File: src/hw/timer_cfg.svh
// Behaviour
// Timer 1 overflow sets its flag; service entry clears it; software may write it.
// Timer 0 overflow sets its flag; service entry clears it; software may write it.
// A timer counts only while its run bit is 1; stopping keeps the count.
// Edge mode: falling pin edge sets the flag until software or service entry clears it.
// Level mode: flag follows the inverted pin; software writes are ignored.
// Type bit 0 selects low level, 1 selects falling edge triggering.
// Gate 0 ignores the interrupt pin; gate 1 also needs the pin high.
// Counter/timer bit 0 counts clock ticks, 1 counts falling count-pin edges.
// Mode 00 runs a 13-bit timer/counter.
// Mode 01 runs a 16-bit timer/counter from high and low bytes.
// Mode 10 runs an 8-bit low byte reloaded from the high byte.
// Timer 1 in mode 11 is halted.
// Timer 0 in mode 11 splits into low counter and separate high timer.
// Each count is two readable and writable bytes, low and high.
// Timer tick is system clock divided by 12 unless fast clock chosen.
// 13-bit mode uses low five bits of low byte; wrap from all ones flags.
// Reload mode copies high byte into low byte on overflow and flags it.
// Per-source service entry pulses clear overflow and edge-mode external flags.
`ifndef TIMER_CFG_SVH
`define TIMER_CFG_SVH
`define ADDR_TCTL 8'h88
`define ADDR_TMODE 8'h89
`define ADDR_T0_LOW 8'h8A
`define ADDR_T1_LOW 8'h8B
`define ADDR_T0_HIGH 8'h8C
`define ADDR_T1_HIGH 8'h8D
`define ADDR_CLKMODE 8'h8E
`define ADDR_IRQ_STATUS 8'h95
`define ADDR_IRQ_CLEAR 8'h96
`define ADDR_IRQ_ENABLE 8'h97
`define TMR_PRESCALE 12
`define BIT_T1_OVF 7
`define BIT_T1_RUN 6
`define BIT_T0_OVF 5
`define BIT_T0_RUN 4
`define BIT_X1_FLAG 3
`define BIT_X1_TYPE 2
`define BIT_X0_FLAG 1
`define BIT_X0_TYPE 0
`define T1_SHIFT 4
`define CLKMODE_MASK 8'h18
`define PIN_IDLE 4'hF
`define BIT_FAST1 4
`define BIT_FAST0 3
`define BIT_GATE 3
`define BIT_CT 2
`define MODE_LO 0
`define MODE_HI 1
`define BYTE_RESET 8'h00
`define BYTE_ONES 8'hFF
`define EV_T0 0
`define EV_T1 1
`define EV_X0 2
`define EV_X1 3
`endif

File: src/hw/timer_pkg.sv
package timer_pkg;
  typedef enum logic [1:0] {
    MODE_13BIT,
    MODE_16BIT,
    MODE_RELOAD8,
    MODE_SPLIT
  } timer_mode_e;
endpackage

File: src/hw/dual_timer_ext_irq_ctrl.sv
`timescale 1ns/1ns
`default_nettype none
`include "timer_cfg.svh"
module dual_timer_ext_irq_ctrl #(
  parameter int PRESCALE = `TMR_PRESCALE
) (
  input wire logic clk_sys_i,
  input wire logic srst_i,
  input wire logic [7:0] addr_i,
  input wire logic [7:0] wdata_i,
  input wire logic wr_en_i,
  input wire logic rd_en_i,
  output logic [7:0] rdata_o,
  input wire logic ext_irq0_pin_n_i,
  input wire logic ext_irq1_pin_n_i,
  input wire logic count0_input_pin_i,
  input wire logic count1_input_pin_i,
  input wire logic timer0_irq_ack_i,
  input wire logic timer1_irq_ack_i,
  input wire logic ext_irq0_ack_i,
  input wire logic ext_irq1_ack_i,
  output logic timer0_overflow_flag_o,
  output logic timer1_overflow_flag_o,
  output logic ext_irq0_flag_o,
  output logic ext_irq1_flag_o,
  output logic irq_o
);

  // One timer step: returns {overflow, high, low}
  function automatic logic [16:0] step(input timer_pkg::timer_mode_e m,
                                       input logic [7:0] th,
                                       input logic [7:0] tl);
    logic [12:0] c13;
    logic [15:0] c16;
    logic [7:0] c8;
    c13 = {th, tl[4:0]} + 13'h0001;
    c16 = {th, tl} + 16'h0001;
    c8 = tl + 8'h01;
    unique case (m)
      timer_pkg::MODE_13BIT:
        step = {&{th, tl[4:0]}, c13[12:5], tl[7:5], c13[4:0]};
      timer_pkg::MODE_16BIT:
        step = {&{th, tl}, c16};
      timer_pkg::MODE_RELOAD8:
        step = (tl == `BYTE_ONES) ? {1'b1, th, th} : {1'b0, th, c8};
      timer_pkg::MODE_SPLIT:
        step = {tl == `BYTE_ONES, th, c8};
    endcase
  endfunction

  localparam logic [3:0] PRE_LAST = 4'(PRESCALE - 1);

  // True when a strobe hits the given register address
  function automatic logic addr_hit(input logic strobe,
                                    input logic [7:0] a,
                                    input logic [7:0] target);
    addr_hit = strobe && (a == target);
  endfunction

  // Control, mode and clock-mode registers
  logic [7:0] ctl;
  logic [7:0] tmode;
  logic [7:0] clkmode;
  // Count bytes of both timers
  logic [7:0] cnt0_lo;
  logic [7:0] cnt0_hi;
  logic [7:0] cnt1_lo;
  logic [7:0] cnt1_hi;
  // Sticky status and enable, ordered {x1, x0, t1, t0}
  logic [3:0] irq_status;
  logic [3:0] irq_enable;
  logic [3:0] clear_mask;
  logic [3:0] hw_events;
  // Divide-by-12 prescaler
  logic [3:0] pre_cnt;
  logic tick12;
  // Pin synchronisers, ordered {count1, count0, ext_irq1_pin_n, ext_irq0_pin_n}
  logic [3:0] pin_s1;
  logic [3:0] pin_s2;
  logic [3:0] pin_prev;
  logic [3:0] pin_fall;
  // Next count values
  logic [7:0] next_cnt0_lo;
  logic [7:0] next_cnt0_hi;
  logic [7:0] next_cnt1_lo;
  logic [7:0] next_cnt1_hi;
  // Overflow events
  logic ovf0;
  logic ovf1;
  logic ovf_hi0;
  // Increment enables and their parts
  logic en0;
  logic en1;
  logic en_hi0;
  logic tclk0;
  logic tclk1;
  logic src0;
  logic src1;
  logic gate_ok0;
  logic gate_ok1;
  // Flag set events
  logic set_ovf0;
  logic set_ovf1;
  logic set_x0;
  logic set_x1;
  // Register write decodes
  logic wr_ctl;
  logic wr_tmode;
  logic wr_clkmode;
  logic wr_cnt0_lo;
  logic wr_cnt0_hi;
  logic wr_cnt1_lo;
  logic wr_cnt1_hi;
  logic wr_irq_clear;
  logic wr_irq_enable;
  // Decoded mode of each timer
  timer_pkg::timer_mode_e mode0;
  timer_pkg::timer_mode_e mode1;

  // Write decodes, one per writable register
  assign wr_ctl = addr_hit(wr_en_i, addr_i, `ADDR_TCTL);
  assign wr_tmode = addr_hit(wr_en_i, addr_i, `ADDR_TMODE);
  assign wr_clkmode = addr_hit(wr_en_i, addr_i, `ADDR_CLKMODE);
  assign wr_cnt0_lo = addr_hit(wr_en_i, addr_i, `ADDR_T0_LOW);
  assign wr_cnt0_hi = addr_hit(wr_en_i, addr_i, `ADDR_T0_HIGH);
  assign wr_cnt1_lo = addr_hit(wr_en_i, addr_i, `ADDR_T1_LOW);
  assign wr_cnt1_hi = addr_hit(wr_en_i, addr_i, `ADDR_T1_HIGH);
  assign wr_irq_clear = addr_hit(wr_en_i, addr_i, `ADDR_IRQ_CLEAR);
  assign wr_irq_enable = addr_hit(wr_en_i, addr_i, `ADDR_IRQ_ENABLE);

  // Mode fields; every two-bit code is a legal mode
  assign mode0 = timer_pkg::timer_mode_e'(tmode[`MODE_HI:`MODE_LO]);
  assign mode1 = timer_pkg::timer_mode_e'(
                   tmode[`MODE_HI+`T1_SHIFT:`MODE_LO+`T1_SHIFT]);

  // Divide-by-12 tick; free running, so its phase ignores the run bits
  always_ff @(posedge clk_sys_i) begin
    if (srst_i) begin
      pre_cnt <= 4'h0;
      tick12 <= 1'b0;
    end else if (pre_cnt == PRE_LAST) begin
      pre_cnt <= 4'h0;
      tick12 <= 1'b1;
    end else begin
      pre_cnt <= pre_cnt + 4'h1;
      tick12 <= 1'b0;
    end
  end

  // Two-stage sync of the pins plus edge history; idle high after reset
  always_ff @(posedge clk_sys_i) begin
    if (srst_i) begin
      pin_s1 <= `PIN_IDLE;
      pin_s2 <= `PIN_IDLE;
      pin_prev <= `PIN_IDLE;
    end else begin
      pin_s1 <= {count1_input_pin_i, count0_input_pin_i,
                 ext_irq1_pin_n_i, ext_irq0_pin_n_i};
      pin_s2 <= pin_s1;
      pin_prev <= pin_s2;
    end
  end

  // Falling edges seen on the synchronised pins
  assign pin_fall = pin_prev & ~pin_s2;

  // Timer 0 increment enable
  always_comb begin
    tclk0 = clkmode[`BIT_FAST0] | tick12;
    src0 = tmode[`BIT_CT] ? pin_fall[2] : tclk0;
    gate_ok0 = ~tmode[`BIT_GATE] | pin_s2[0];
    en0 = ctl[`BIT_T0_RUN] & gate_ok0 & src0;
  end

  // Timer 1 increment enable; mode 11 holds timer 1 still
  always_comb begin
    tclk1 = clkmode[`BIT_FAST1] | tick12;
    src1 = tmode[`BIT_CT+`T1_SHIFT] ? pin_fall[3] : tclk1;
    gate_ok1 = ~tmode[`BIT_GATE+`T1_SHIFT] | pin_s2[1];
    en1 = ctl[`BIT_T1_RUN] & gate_ok1 & src1
          & (mode1 != timer_pkg::MODE_SPLIT);
  end

  // Split high byte: timer 0 clock, timer 1 run bit
  always_comb begin
    en_hi0 = (mode0 == timer_pkg::MODE_SPLIT) & ctl[`BIT_T1_RUN]
             & tclk0;
  end

  // Timer 0 next count; the split high byte steps on its own
  always_comb begin
    next_cnt0_lo = cnt0_lo;
    next_cnt0_hi = cnt0_hi;
    ovf0 = 1'b0;
    ovf_hi0 = 1'b0;
    if (en0) begin
      {ovf0, next_cnt0_hi, next_cnt0_lo} = step(mode0, cnt0_hi, cnt0_lo);
    end
    if (en_hi0) begin
      next_cnt0_hi = cnt0_hi + 8'h01;
      ovf_hi0 = (cnt0_hi == `BYTE_ONES);
    end
  end

  // Timer 1 next count
  always_comb begin
    next_cnt1_lo = cnt1_lo;
    next_cnt1_hi = cnt1_hi;
    ovf1 = 1'b0;
    if (en1) begin
      {ovf1, next_cnt1_hi, next_cnt1_lo} = step(mode1, cnt1_hi, cnt1_lo);
    end
  end

  // Flag set events; a split timer 0 takes over the timer 1 flag
  always_comb begin
    set_ovf0 = ovf0;
    set_ovf1 = ovf_hi0
               | (ovf1 & (mode0 != timer_pkg::MODE_SPLIT));
    set_x0 = ctl[`BIT_X0_TYPE] & pin_fall[0];
    set_x1 = ctl[`BIT_X1_TYPE] & pin_fall[1];
    hw_events = {set_x1, set_x0, set_ovf1, set_ovf0};
  end

  // Timer 0 count bytes; a software write takes its byte over the step
  always_ff @(posedge clk_sys_i) begin
    if (srst_i) begin
      cnt0_lo <= `BYTE_RESET;
      cnt0_hi <= `BYTE_RESET;
    end else begin
      cnt0_lo <= wr_cnt0_lo ? wdata_i : next_cnt0_lo;
      cnt0_hi <= wr_cnt0_hi ? wdata_i : next_cnt0_hi;
    end
  end

  // Timer 1 count bytes, same write priority
  always_ff @(posedge clk_sys_i) begin
    if (srst_i) begin
      cnt1_lo <= `BYTE_RESET;
      cnt1_hi <= `BYTE_RESET;
    end else begin
      cnt1_lo <= wr_cnt1_lo ? wdata_i : next_cnt1_lo;
      cnt1_hi <= wr_cnt1_hi ? wdata_i : next_cnt1_hi;
    end
  end

  // Run and type bits; the flag bits here are shadowed by the flag flops
  always_ff @(posedge clk_sys_i) begin
    if (srst_i) begin
      ctl <= `BYTE_RESET;
    end else if (wr_ctl) begin
      ctl <= wdata_i;
    end
  end

  // Mode register of both timers
  always_ff @(posedge clk_sys_i) begin
    if (srst_i) begin
      tmode <= `BYTE_RESET;
    end else if (wr_tmode) begin
      tmode <= wdata_i;
    end
  end

  // Clock-mode register keeps only the two fast-clock bits
  always_ff @(posedge clk_sys_i) begin
    if (srst_i) begin
      clkmode <= `BYTE_RESET;
    end else if (wr_clkmode) begin
      clkmode <= wdata_i & `CLKMODE_MASK;
    end
  end

  // Timer 0 overflow flag: hardware set beats service entry and software
  always_ff @(posedge clk_sys_i) begin
    if (srst_i) begin
      timer0_overflow_flag_o <= 1'b0;
    end else if (set_ovf0) begin
      timer0_overflow_flag_o <= 1'b1;
    end else if (timer0_irq_ack_i) begin
      timer0_overflow_flag_o <= 1'b0;
    end else if (wr_ctl) begin
      timer0_overflow_flag_o <= wdata_i[`BIT_T0_OVF];
    end
  end

  // Timer 1 overflow flag, same priority
  always_ff @(posedge clk_sys_i) begin
    if (srst_i) begin
      timer1_overflow_flag_o <= 1'b0;
    end else if (set_ovf1) begin
      timer1_overflow_flag_o <= 1'b1;
    end else if (timer1_irq_ack_i) begin
      timer1_overflow_flag_o <= 1'b0;
    end else if (wr_ctl) begin
      timer1_overflow_flag_o <= wdata_i[`BIT_T1_OVF];
    end
  end

  // External flag 0: level mode tracks the pin, edge mode is sticky
  always_ff @(posedge clk_sys_i) begin
    if (srst_i) begin
      ext_irq0_flag_o <= 1'b0;
    end else if (!ctl[`BIT_X0_TYPE]) begin
      ext_irq0_flag_o <= ~pin_s2[0];
    end else if (set_x0) begin
      ext_irq0_flag_o <= 1'b1;
    end else if (ext_irq0_ack_i) begin
      ext_irq0_flag_o <= 1'b0;
    end else if (wr_ctl) begin
      ext_irq0_flag_o <= wdata_i[`BIT_X0_FLAG];
    end
  end

  // External flag 1, same scheme
  always_ff @(posedge clk_sys_i) begin
    if (srst_i) begin
      ext_irq1_flag_o <= 1'b0;
    end else if (!ctl[`BIT_X1_TYPE]) begin
      ext_irq1_flag_o <= ~pin_s2[1];
    end else if (set_x1) begin
      ext_irq1_flag_o <= 1'b1;
    end else if (ext_irq1_ack_i) begin
      ext_irq1_flag_o <= 1'b0;
    end else if (wr_ctl) begin
      ext_irq1_flag_o <= wdata_i[`BIT_X1_FLAG];
    end
  end

  // Write-one-to-clear mask for the status register
  assign clear_mask = wr_irq_clear ? wdata_i[3:0] : 4'h0;

  // Sticky event status; a new event beats a clear in the same cycle
  always_ff @(posedge clk_sys_i) begin
    if (srst_i) begin
      irq_status <= 4'h0;
    end else begin
      irq_status <= (irq_status & ~clear_mask) | hw_events;
    end
  end

  // Interrupt enable mask
  always_ff @(posedge clk_sys_i) begin
    if (srst_i) begin
      irq_enable <= 4'h0;
    end else if (wr_irq_enable) begin
      irq_enable <= wdata_i[3:0];
    end
  end

  // Level interrupt while an enabled status bit is set
  always_ff @(posedge clk_sys_i) begin
    if (srst_i) begin
      irq_o <= 1'b0;
    end else begin
      irq_o <= |(irq_status & irq_enable);
    end
  end

  // Read data, valid the cycle after the read strobe
  always_ff @(posedge clk_sys_i) begin
    if (srst_i) begin
      rdata_o <= `BYTE_RESET;
    end else if (rd_en_i) begin
      case (addr_i)
        `ADDR_TCTL: rdata_o <= {timer1_overflow_flag_o, ctl[`BIT_T1_RUN],
                                timer0_overflow_flag_o, ctl[`BIT_T0_RUN],
                                ext_irq1_flag_o, ctl[`BIT_X1_TYPE],
                                ext_irq0_flag_o, ctl[`BIT_X0_TYPE]};
        `ADDR_TMODE: rdata_o <= tmode;
        `ADDR_T0_LOW: rdata_o <= cnt0_lo;
        `ADDR_T1_LOW: rdata_o <= cnt1_lo;
        `ADDR_T0_HIGH: rdata_o <= cnt0_hi;
        `ADDR_T1_HIGH: rdata_o <= cnt1_hi;
        `ADDR_CLKMODE: rdata_o <= clkmode;
        `ADDR_IRQ_STATUS: rdata_o <= {4'h0, irq_status};
        `ADDR_IRQ_ENABLE: rdata_o <= {4'h0, irq_enable};
        default: rdata_o <= `BYTE_RESET;
      endcase
    end else begin
      rdata_o <= `BYTE_RESET;
    end
  end

endmodule
`default_nettype wire

File: config.mk
export PLATFORM = sky130hd
export DESIGN_NAME = dual_timer_ext_irq_ctrl
export DESIGN_NICKNAME = d
export VERILOG_FILES = /design/src/hw/timer_pkg.sv /design/src/hw/dual_timer_ext_irq_ctrl.sv
export VERILOG_INCLUDE_DIRS = /design/src /design/src/hw
export SDC_FILE = /design/constraint.sdc
export NUM_CORES = 1
export LEC_CHECK = 0
export ABC_AREA = 1
export BUFFER_PORTS_ARGS = -buffer_cell sky130_fd_sc_hd__buf_4
export CAP_MARGIN = 5
export CORE_ASPECT_RATIO = 0.6
export CORE_UTILIZATION = 65
export DETAILED_ROUTE_END_ITERATION = 10
export GPL_TIMING_DRIVEN = 0
export PLACE_DENSITY_LB_ADDON = 0.3
export SKIP_LAST_GASP = 1
export SLEW_MARGIN = 20
export SYNTH_ARGS = -nofsm -noshare
export SYNTH_HDL_FRONTEND = slang
export SYNTH_SLANG_ARGS = --single-unit
File: constraint.sdc
create_clock -name clk_sys_i -period 3.95 [get_ports clk_sys_i]
set_clock_uncertainty 0.15 [all_clocks]
set_input_delay 0.5925 -clock clk_sys_i [delete_from_list [all_inputs] [get_ports clk_sys_i]]
set_output_delay 0.5925 -clock clk_sys_i [all_outputs]
set_load 0.005 [all_outputs]
# Word level (Yosys, flattened, before mapping)
# Index checks and enable logic that the tools add are counted.
# W data, S select, Z words.
# word_totals
reg_bits	87
inputBits	28
out_inout_bits	13
# classes
n_addsub	8
eq_ne	30
mux	35
bitwise_logic	26
n_reduce_logical	28
# ops
cell	n
$pmux W17 S4	2
$eq A8 B8 Y1 const B	13
$mux W8	9
$pmux W8 S9	1
$mux W17	2
$add A16 B1 Y16 const B	2
$reduce_and A16 Y1	2
$add A13 B1 Y13 const B	2
$reduce_and A13 Y1	2
$add A8 B1 Y8 const B	3
$mux W1	20
$and A4 B4 Y4	3
$ne A2 B2 Y1 const B	6
$and A1 B1 Y1	10
$logic_and A1 B1 Y1	9
$reduce_bool A3 Y1	3
$eq A2 B2 Y1 const B	4
$ne A4 B2 Y1 const B	2
$not A4 Y4	2
$ne A3 B3 Y1 const B	2
$reduce_and A3 Y1	2
$reduce_bool A2 Y1	3
$not A1 Y1	5
$or A1 B1 Y1	5
other kinds (9)	13

# Logic depth before layout (Yosys ltp)
# depth
word_depth	9
mapped_depth	12
mapped_depth_nobuf	12

# Least setup slack after synthesis
# OpenSTA, ideal clock, no wires.
# synth_timing
path_type	in2reg
startpoint	input port addr_i[5]
endpoint	register cnt0_lo[5]
setup_ns	0.117
arrival_time_ns	1.583
t_required_ns	3.683
slack_ns	2.100
cell_stages	11
path_buffers	1
cell_sequence	inv_1 > nand2_1 > nor2_8 > nand2_4 > clkinv_2 > nand3_2 > buf_6 > o21ai_1 > inv_1 > o21ai_0 > nor2_1
# synth_via
elab_chain_len	4
# synth_rtl
element	line_no	text
start: declaration	dual_timer_ext_irq_ctrl.sv:9	input wire logic [7:0] addr_i,
$eq A8 B8 Y1 (*)	dual_timer_ext_irq_ctrl.sv:57	addr_hit = strobe && (a == target);
$logic_and A1 B1 Y1 (*)	dual_timer_ext_irq_ctrl.sv:57	
$ne A2 B2 Y1 (no line) or $reduce_bool A2 Y1 (tied branches)	n/a	
$reduce_and A2 Y1 (no line)	n/a	
end signal: assignment	dual_timer_ext_irq_ctrl.sv:228	cnt0_lo <= `BYTE_RESET;
end signal: assignment	dual_timer_ext_irq_ctrl.sv:231	cnt0_lo <= wr_cnt0_lo ? wdata_i : next_cnt0_lo;
end: declaration	dual_timer_ext_irq_ctrl.sv:65	logic [7:0] cnt0_lo;
# Every way passes the cells marked *; elsewhere a longest branch is shown, timed or not.
# A chain may end at the register's enable or synchronous reset.

# Worst setup path in the final report
# layout_timing
startpoint	register cnt0_hi[1]
endpoint	register cnt0_hi[6]
# layout_via
elab_chain_len	5
# layout_rtl
element	line_no	text
start: declaration	dual_timer_ext_irq_ctrl.sv:66	logic [7:0] cnt0_hi;
start signal: assignment	dual_timer_ext_irq_ctrl.sv:229	cnt0_hi <= `BYTE_RESET;
start signal: assignment	dual_timer_ext_irq_ctrl.sv:232	cnt0_hi <= wr_cnt0_hi ? wdata_i : next_cnt0_hi;
$add A16 B1 Y16 or $add A13 B1 Y13 (tied branches)	dual_timer_ext_irq_ctrl.sv:37, dual_timer_ext_irq_ctrl.sv:36	
$pmux W17 S4	dual_timer_ext_irq_ctrl.sv:39	unique case (m)
$mux W8	dual_timer_ext_irq_ctrl.sv:196	if (en0) begin
$mux W8 (*)	dual_timer_ext_irq_ctrl.sv:199	if (en_hi0) begin
$mux W8 (*)	dual_timer_ext_irq_ctrl.sv:232	
# Every way passes the cells marked *; elsewhere a longest branch is shown, timed or not. The select of a mux whose other input is x is not followed.

==> key figures <==
Outcome
  – Status: finished clean

Floorplan
  – Die width: roughly 120 um
  – # IOs: 41
  – Core area: 0.00856 mm^2
  – Die Span Y: 74.9 um
  – Row cnt: 26
  – DIE AREA: 0.00925 mm^2
  – Starting density of the core: roughly two thirds

Place
  – Area after DPL: 0.00620 mm^2
  – Hpwl dp: around 16 mm
  – # port buffers: 40
  – Gpl congestion: around 1

STA
  – Slew headroom: 47.8%
  – Worst-Margin Slew: 0.777 ns
  – Fmax: ~0.45 GHz
  – Fin crit period: around 2.2 ns
  – Final setup vio count: 0
  – Fin. Hold Viols: 0
  – RSZ-0062 raised after global routing: no
  – Final period util: between 50% and 60%
  – Final Max Tran Viols: 0
  – Sum Neg Setup Slack: 0 ns

Logic synthesis
  – Post-synth EDFFs: 0
  – Cells after Synth: 948
  – FF+latch count, synth: between 80 and 90
  – Area share of xor/xnor cells in the synthesized design: 1.52%
  – Asr flop ratio synth: 0%
  – Yosys top cell by area: dfxtp_1
  – Synth Area in Simple Gates: 44.0%
  – Most common cell in the netlist: nand2_1
  – Seq/Total Area, Yosys: 29.2%
  – List of most frequent post-synthesis cells: nand2_1 (255), nor2_1 (130), inv_1 (118)
  – Syn Nets: 980
  – Top cells by area, synth: dfxtp_1 (29%), nand2_1 (17%), nor2_1 (8.5%)
  – Synth cell types: 40
  – Synth Flop Type: dfxtp_1
  – Main combinational cell family by area after synthesis: simple AND/OR/NAND/NOR gates
  – Top-area cell type share of the netlist area: between 20% and 30%
  – Post-Syn Area: 0.00576 mm^2
  – Fraction of the mapped netlist area in compound gates: 13.8%
  – Syn avg cell area: 6.07 um^2
  – Mux share of post-synthesis cell area: 0%
  – Yosys warns: 0
  – Post-Synth Adder-Cell Area: 0.870%

Min path
  – Type of the worst min-delay path: reg2reg
  – Worst-case hold path end point: pin_s2[1]
  – Hold Path Depth: 1
  – Hold Path Origin: pin_s1[1]

Worst setup path
  – Required time worst endpoint: 4.08 ns
  – Cell mode on critical path: nand3_1
  – CP Capture Type: flop
  – Critical path class: reg2reg
  – Crit-path max cell delay: roughly 0.5 ns
  – Crit path max fanout: 6
  – Critical Path Start Type: flop
  – Crit-path slowest cell: dfxtp_1
  – RR Startpoint: cnt0_hi[1]
  – Worst path cell trace: ha_1 > nand3_1 > nor2_1 > nand3_1 > nand2_1 > nand3_1 > nand3_1 > nand2_1 > a21oi_1
  – Reg2reg setup slack: 1.73 ns
  – Worst r2r path cells: 9
  – Worst path arrival time: 2.34 ns
  – Reg2reg end: cnt0_hi[6]

Finish
  – Filler cells: roughly 740
  – Final Util: 76.1%
  – Antenna fix cells: 0
  – Area delta synth->final: 13.1%
  – Fin nets: 1031
  – Fin area: 0.00651 mm^2
  – Share of layout cells above drive strength 1: 14.1%

Route
  – DRT Wirelength: roughly 20 mm
  – Vias: 6702
  – # DRC: 0
  – WL/cell: between 15 and 20 um
  – Pre-Repair DR Iteration Count: 7
  – Vias per cell: 6.01
  – Final ANT Viol Nets: 0
  – 1st-iter DRT viols: 946

Job
  – Max Cap Viol: 0

Global routing
  – Initial antenna violation count: 0
  – Gr ovfl total: 0
  – First-pass GRT wire length: 30.1 mm
  – Pin count of the biggest net entering global routing: 18
  – Vias in the first global route: 5447
  – Total global-route track usage: 45.4%

Clock tree
  – Clock latency on the worst-skew pair: between 0.3 and 0.4 ns
  – Post-CTS Resized: 0
  – CTS Buffer Depth: 2
  – Root buffer cell: clkbuf_16
  – CTS tree: done
  – Postcts setup bufs: 0
  – Num Clock Sinks: 84
  – Clk slew on worst S/H paths: 0.07 ns
  – TritonCTS Buffers: 9
  – H-tree Lvls: 3
  – # hold bufs at CTS: 0

Power and ir drop
  – Max IR drop VDD: 0.311 mV
  – Pwr per Cell Area: 290 mW/mm^2
  – Leak Pwr: 0.00305 uW
## cells in the final DEF (no fill, tap or decap), types with 4 or more instances in the layout
master / synthesis / routed
xor2_1: 9 / 9
o22ai_1: 8 / 8
nor2_8: 4 / 4
inv_1: 118 / 118
nand2_2: 11 / 11
nand4_1: 15 / 15
buf_4: 2 / 42
clkbuf_16: 0 / 9
o211ai_1: 7 / 7
nand3_1: 92 / 92
nor3_1: 9 / 9
nor2_1: 130 / 130
nor2_2: 7 / 7
dfxtp_1: 84 / 84
buf_2: 8 / 8
a21oi_1: 56 / 56
nand2_4: 5 / 5
nand2_1: 255 / 255
o21ai_1: 19 / 19
clkbuf_1: 7 / 7
nor2_4: 6 / 6
inv_6: 1 / 5
ha_1: 4 / 4
o21ai_0: 43 / 43
inv_2: 15 / 15
or2_2: 10 / 10
## power by group
| group | total [uW] | leakage (uW) | switching, uW | internal [uW] |
|---|---|---|---|---|
| Sequential | 860 | 0.000680 | 5.17 | 855 |
| Combinational | 116 | 0.00221 | 80.0 | 36.1 |
| Clock | 908 | 0.000155 | 400 | 509 |
## registers in the layout, summed over array words and instances, names as in the netlist, 4 cells and up
register / cells
cnt0_hi: 8
pin_prev: 4
pin_s2: 4
pin_s1: 4
cnt0_lo: 8
cnt1_lo: 8
cnt1_hi: 8
tmode: 8
pre_cnt: 4
ctl: 4
irq_enable: 4
irq_status: 4
rdata_o: 8
## worst max-delay path: cells and delay by family (launching register included)
kind	cells	cell delay, ns
simple gates	7	1.02
fa+ha+maj	1	0.34
flops	1	0.51
compound gates	1	0.12
## metrics by stage
stage	total power (uW)	instances	hold WS (ns)	worst slack (ns)
finish	1890	1116	0.260	1.73
global route	1920	1116	0.266	1.62
global placement	987	1100	0.240	1.63
CTS	1880	1116	0.261	1.88
floorplan	932	948	0.239	2.10
detailed placement	990	1100	0.245	1.62
## kinds of logic after synthesis
group                      after synthesis
buffers and inverters                  154
DFF                                     84
AOI/OAI and AO/OA                      144
adders and majority gates                4
and+or+nand+nor                        552
xor gates and xnor gates                10
## worst max-delay path by stage
stage	startpoint	to	slack, ns	cells past startpoint
6_report	cnt0_hi[1]	cnt0_hi[6]	1.73	9
5_1_grt	cnt0_lo[0]	cnt0_hi[0]	1.62	12
4_1_cts	cnt0_lo[0]	cnt0_hi[0]	1.88	12
3_5_place_dp	addr_i[1]	cnt1_hi[5]	1.62	10
3_3_place_gp	addr_i[1]	cnt1_hi[5]	1.63	10
2_1_floorplan	addr_i[5]	cnt0_lo[5]	2.10	11
## routing by layer
| layer | track usage [%] | share of wire [%] |
|---|---|---|
| met2 | 57.4 | 36 |
| met5 | 0 | 0 |
| met1 | 66.6 | 43 |
| met4 | 9.37 | 1.5 |
| met3 | 23.0 | 19 |
## area by class of cell
type | instances | area, um^2 | share of cell area [%]
plain buffers | 18 | 92.6 | 1.42
clock buffers | 9 | 225 | 3.46
clock inverters | 7 | 87.6 | 1.35
inverters | 136 | 517 | 7.94
multi-input cells | 710 | 3460 | 53.2
flip-flops and latches | 84 | 1680 | 25.8
well taps | 112 | 140 | 2.15
repair buffers | 40 | 300 | 4.61
Power figures use the tool's default switching activity.
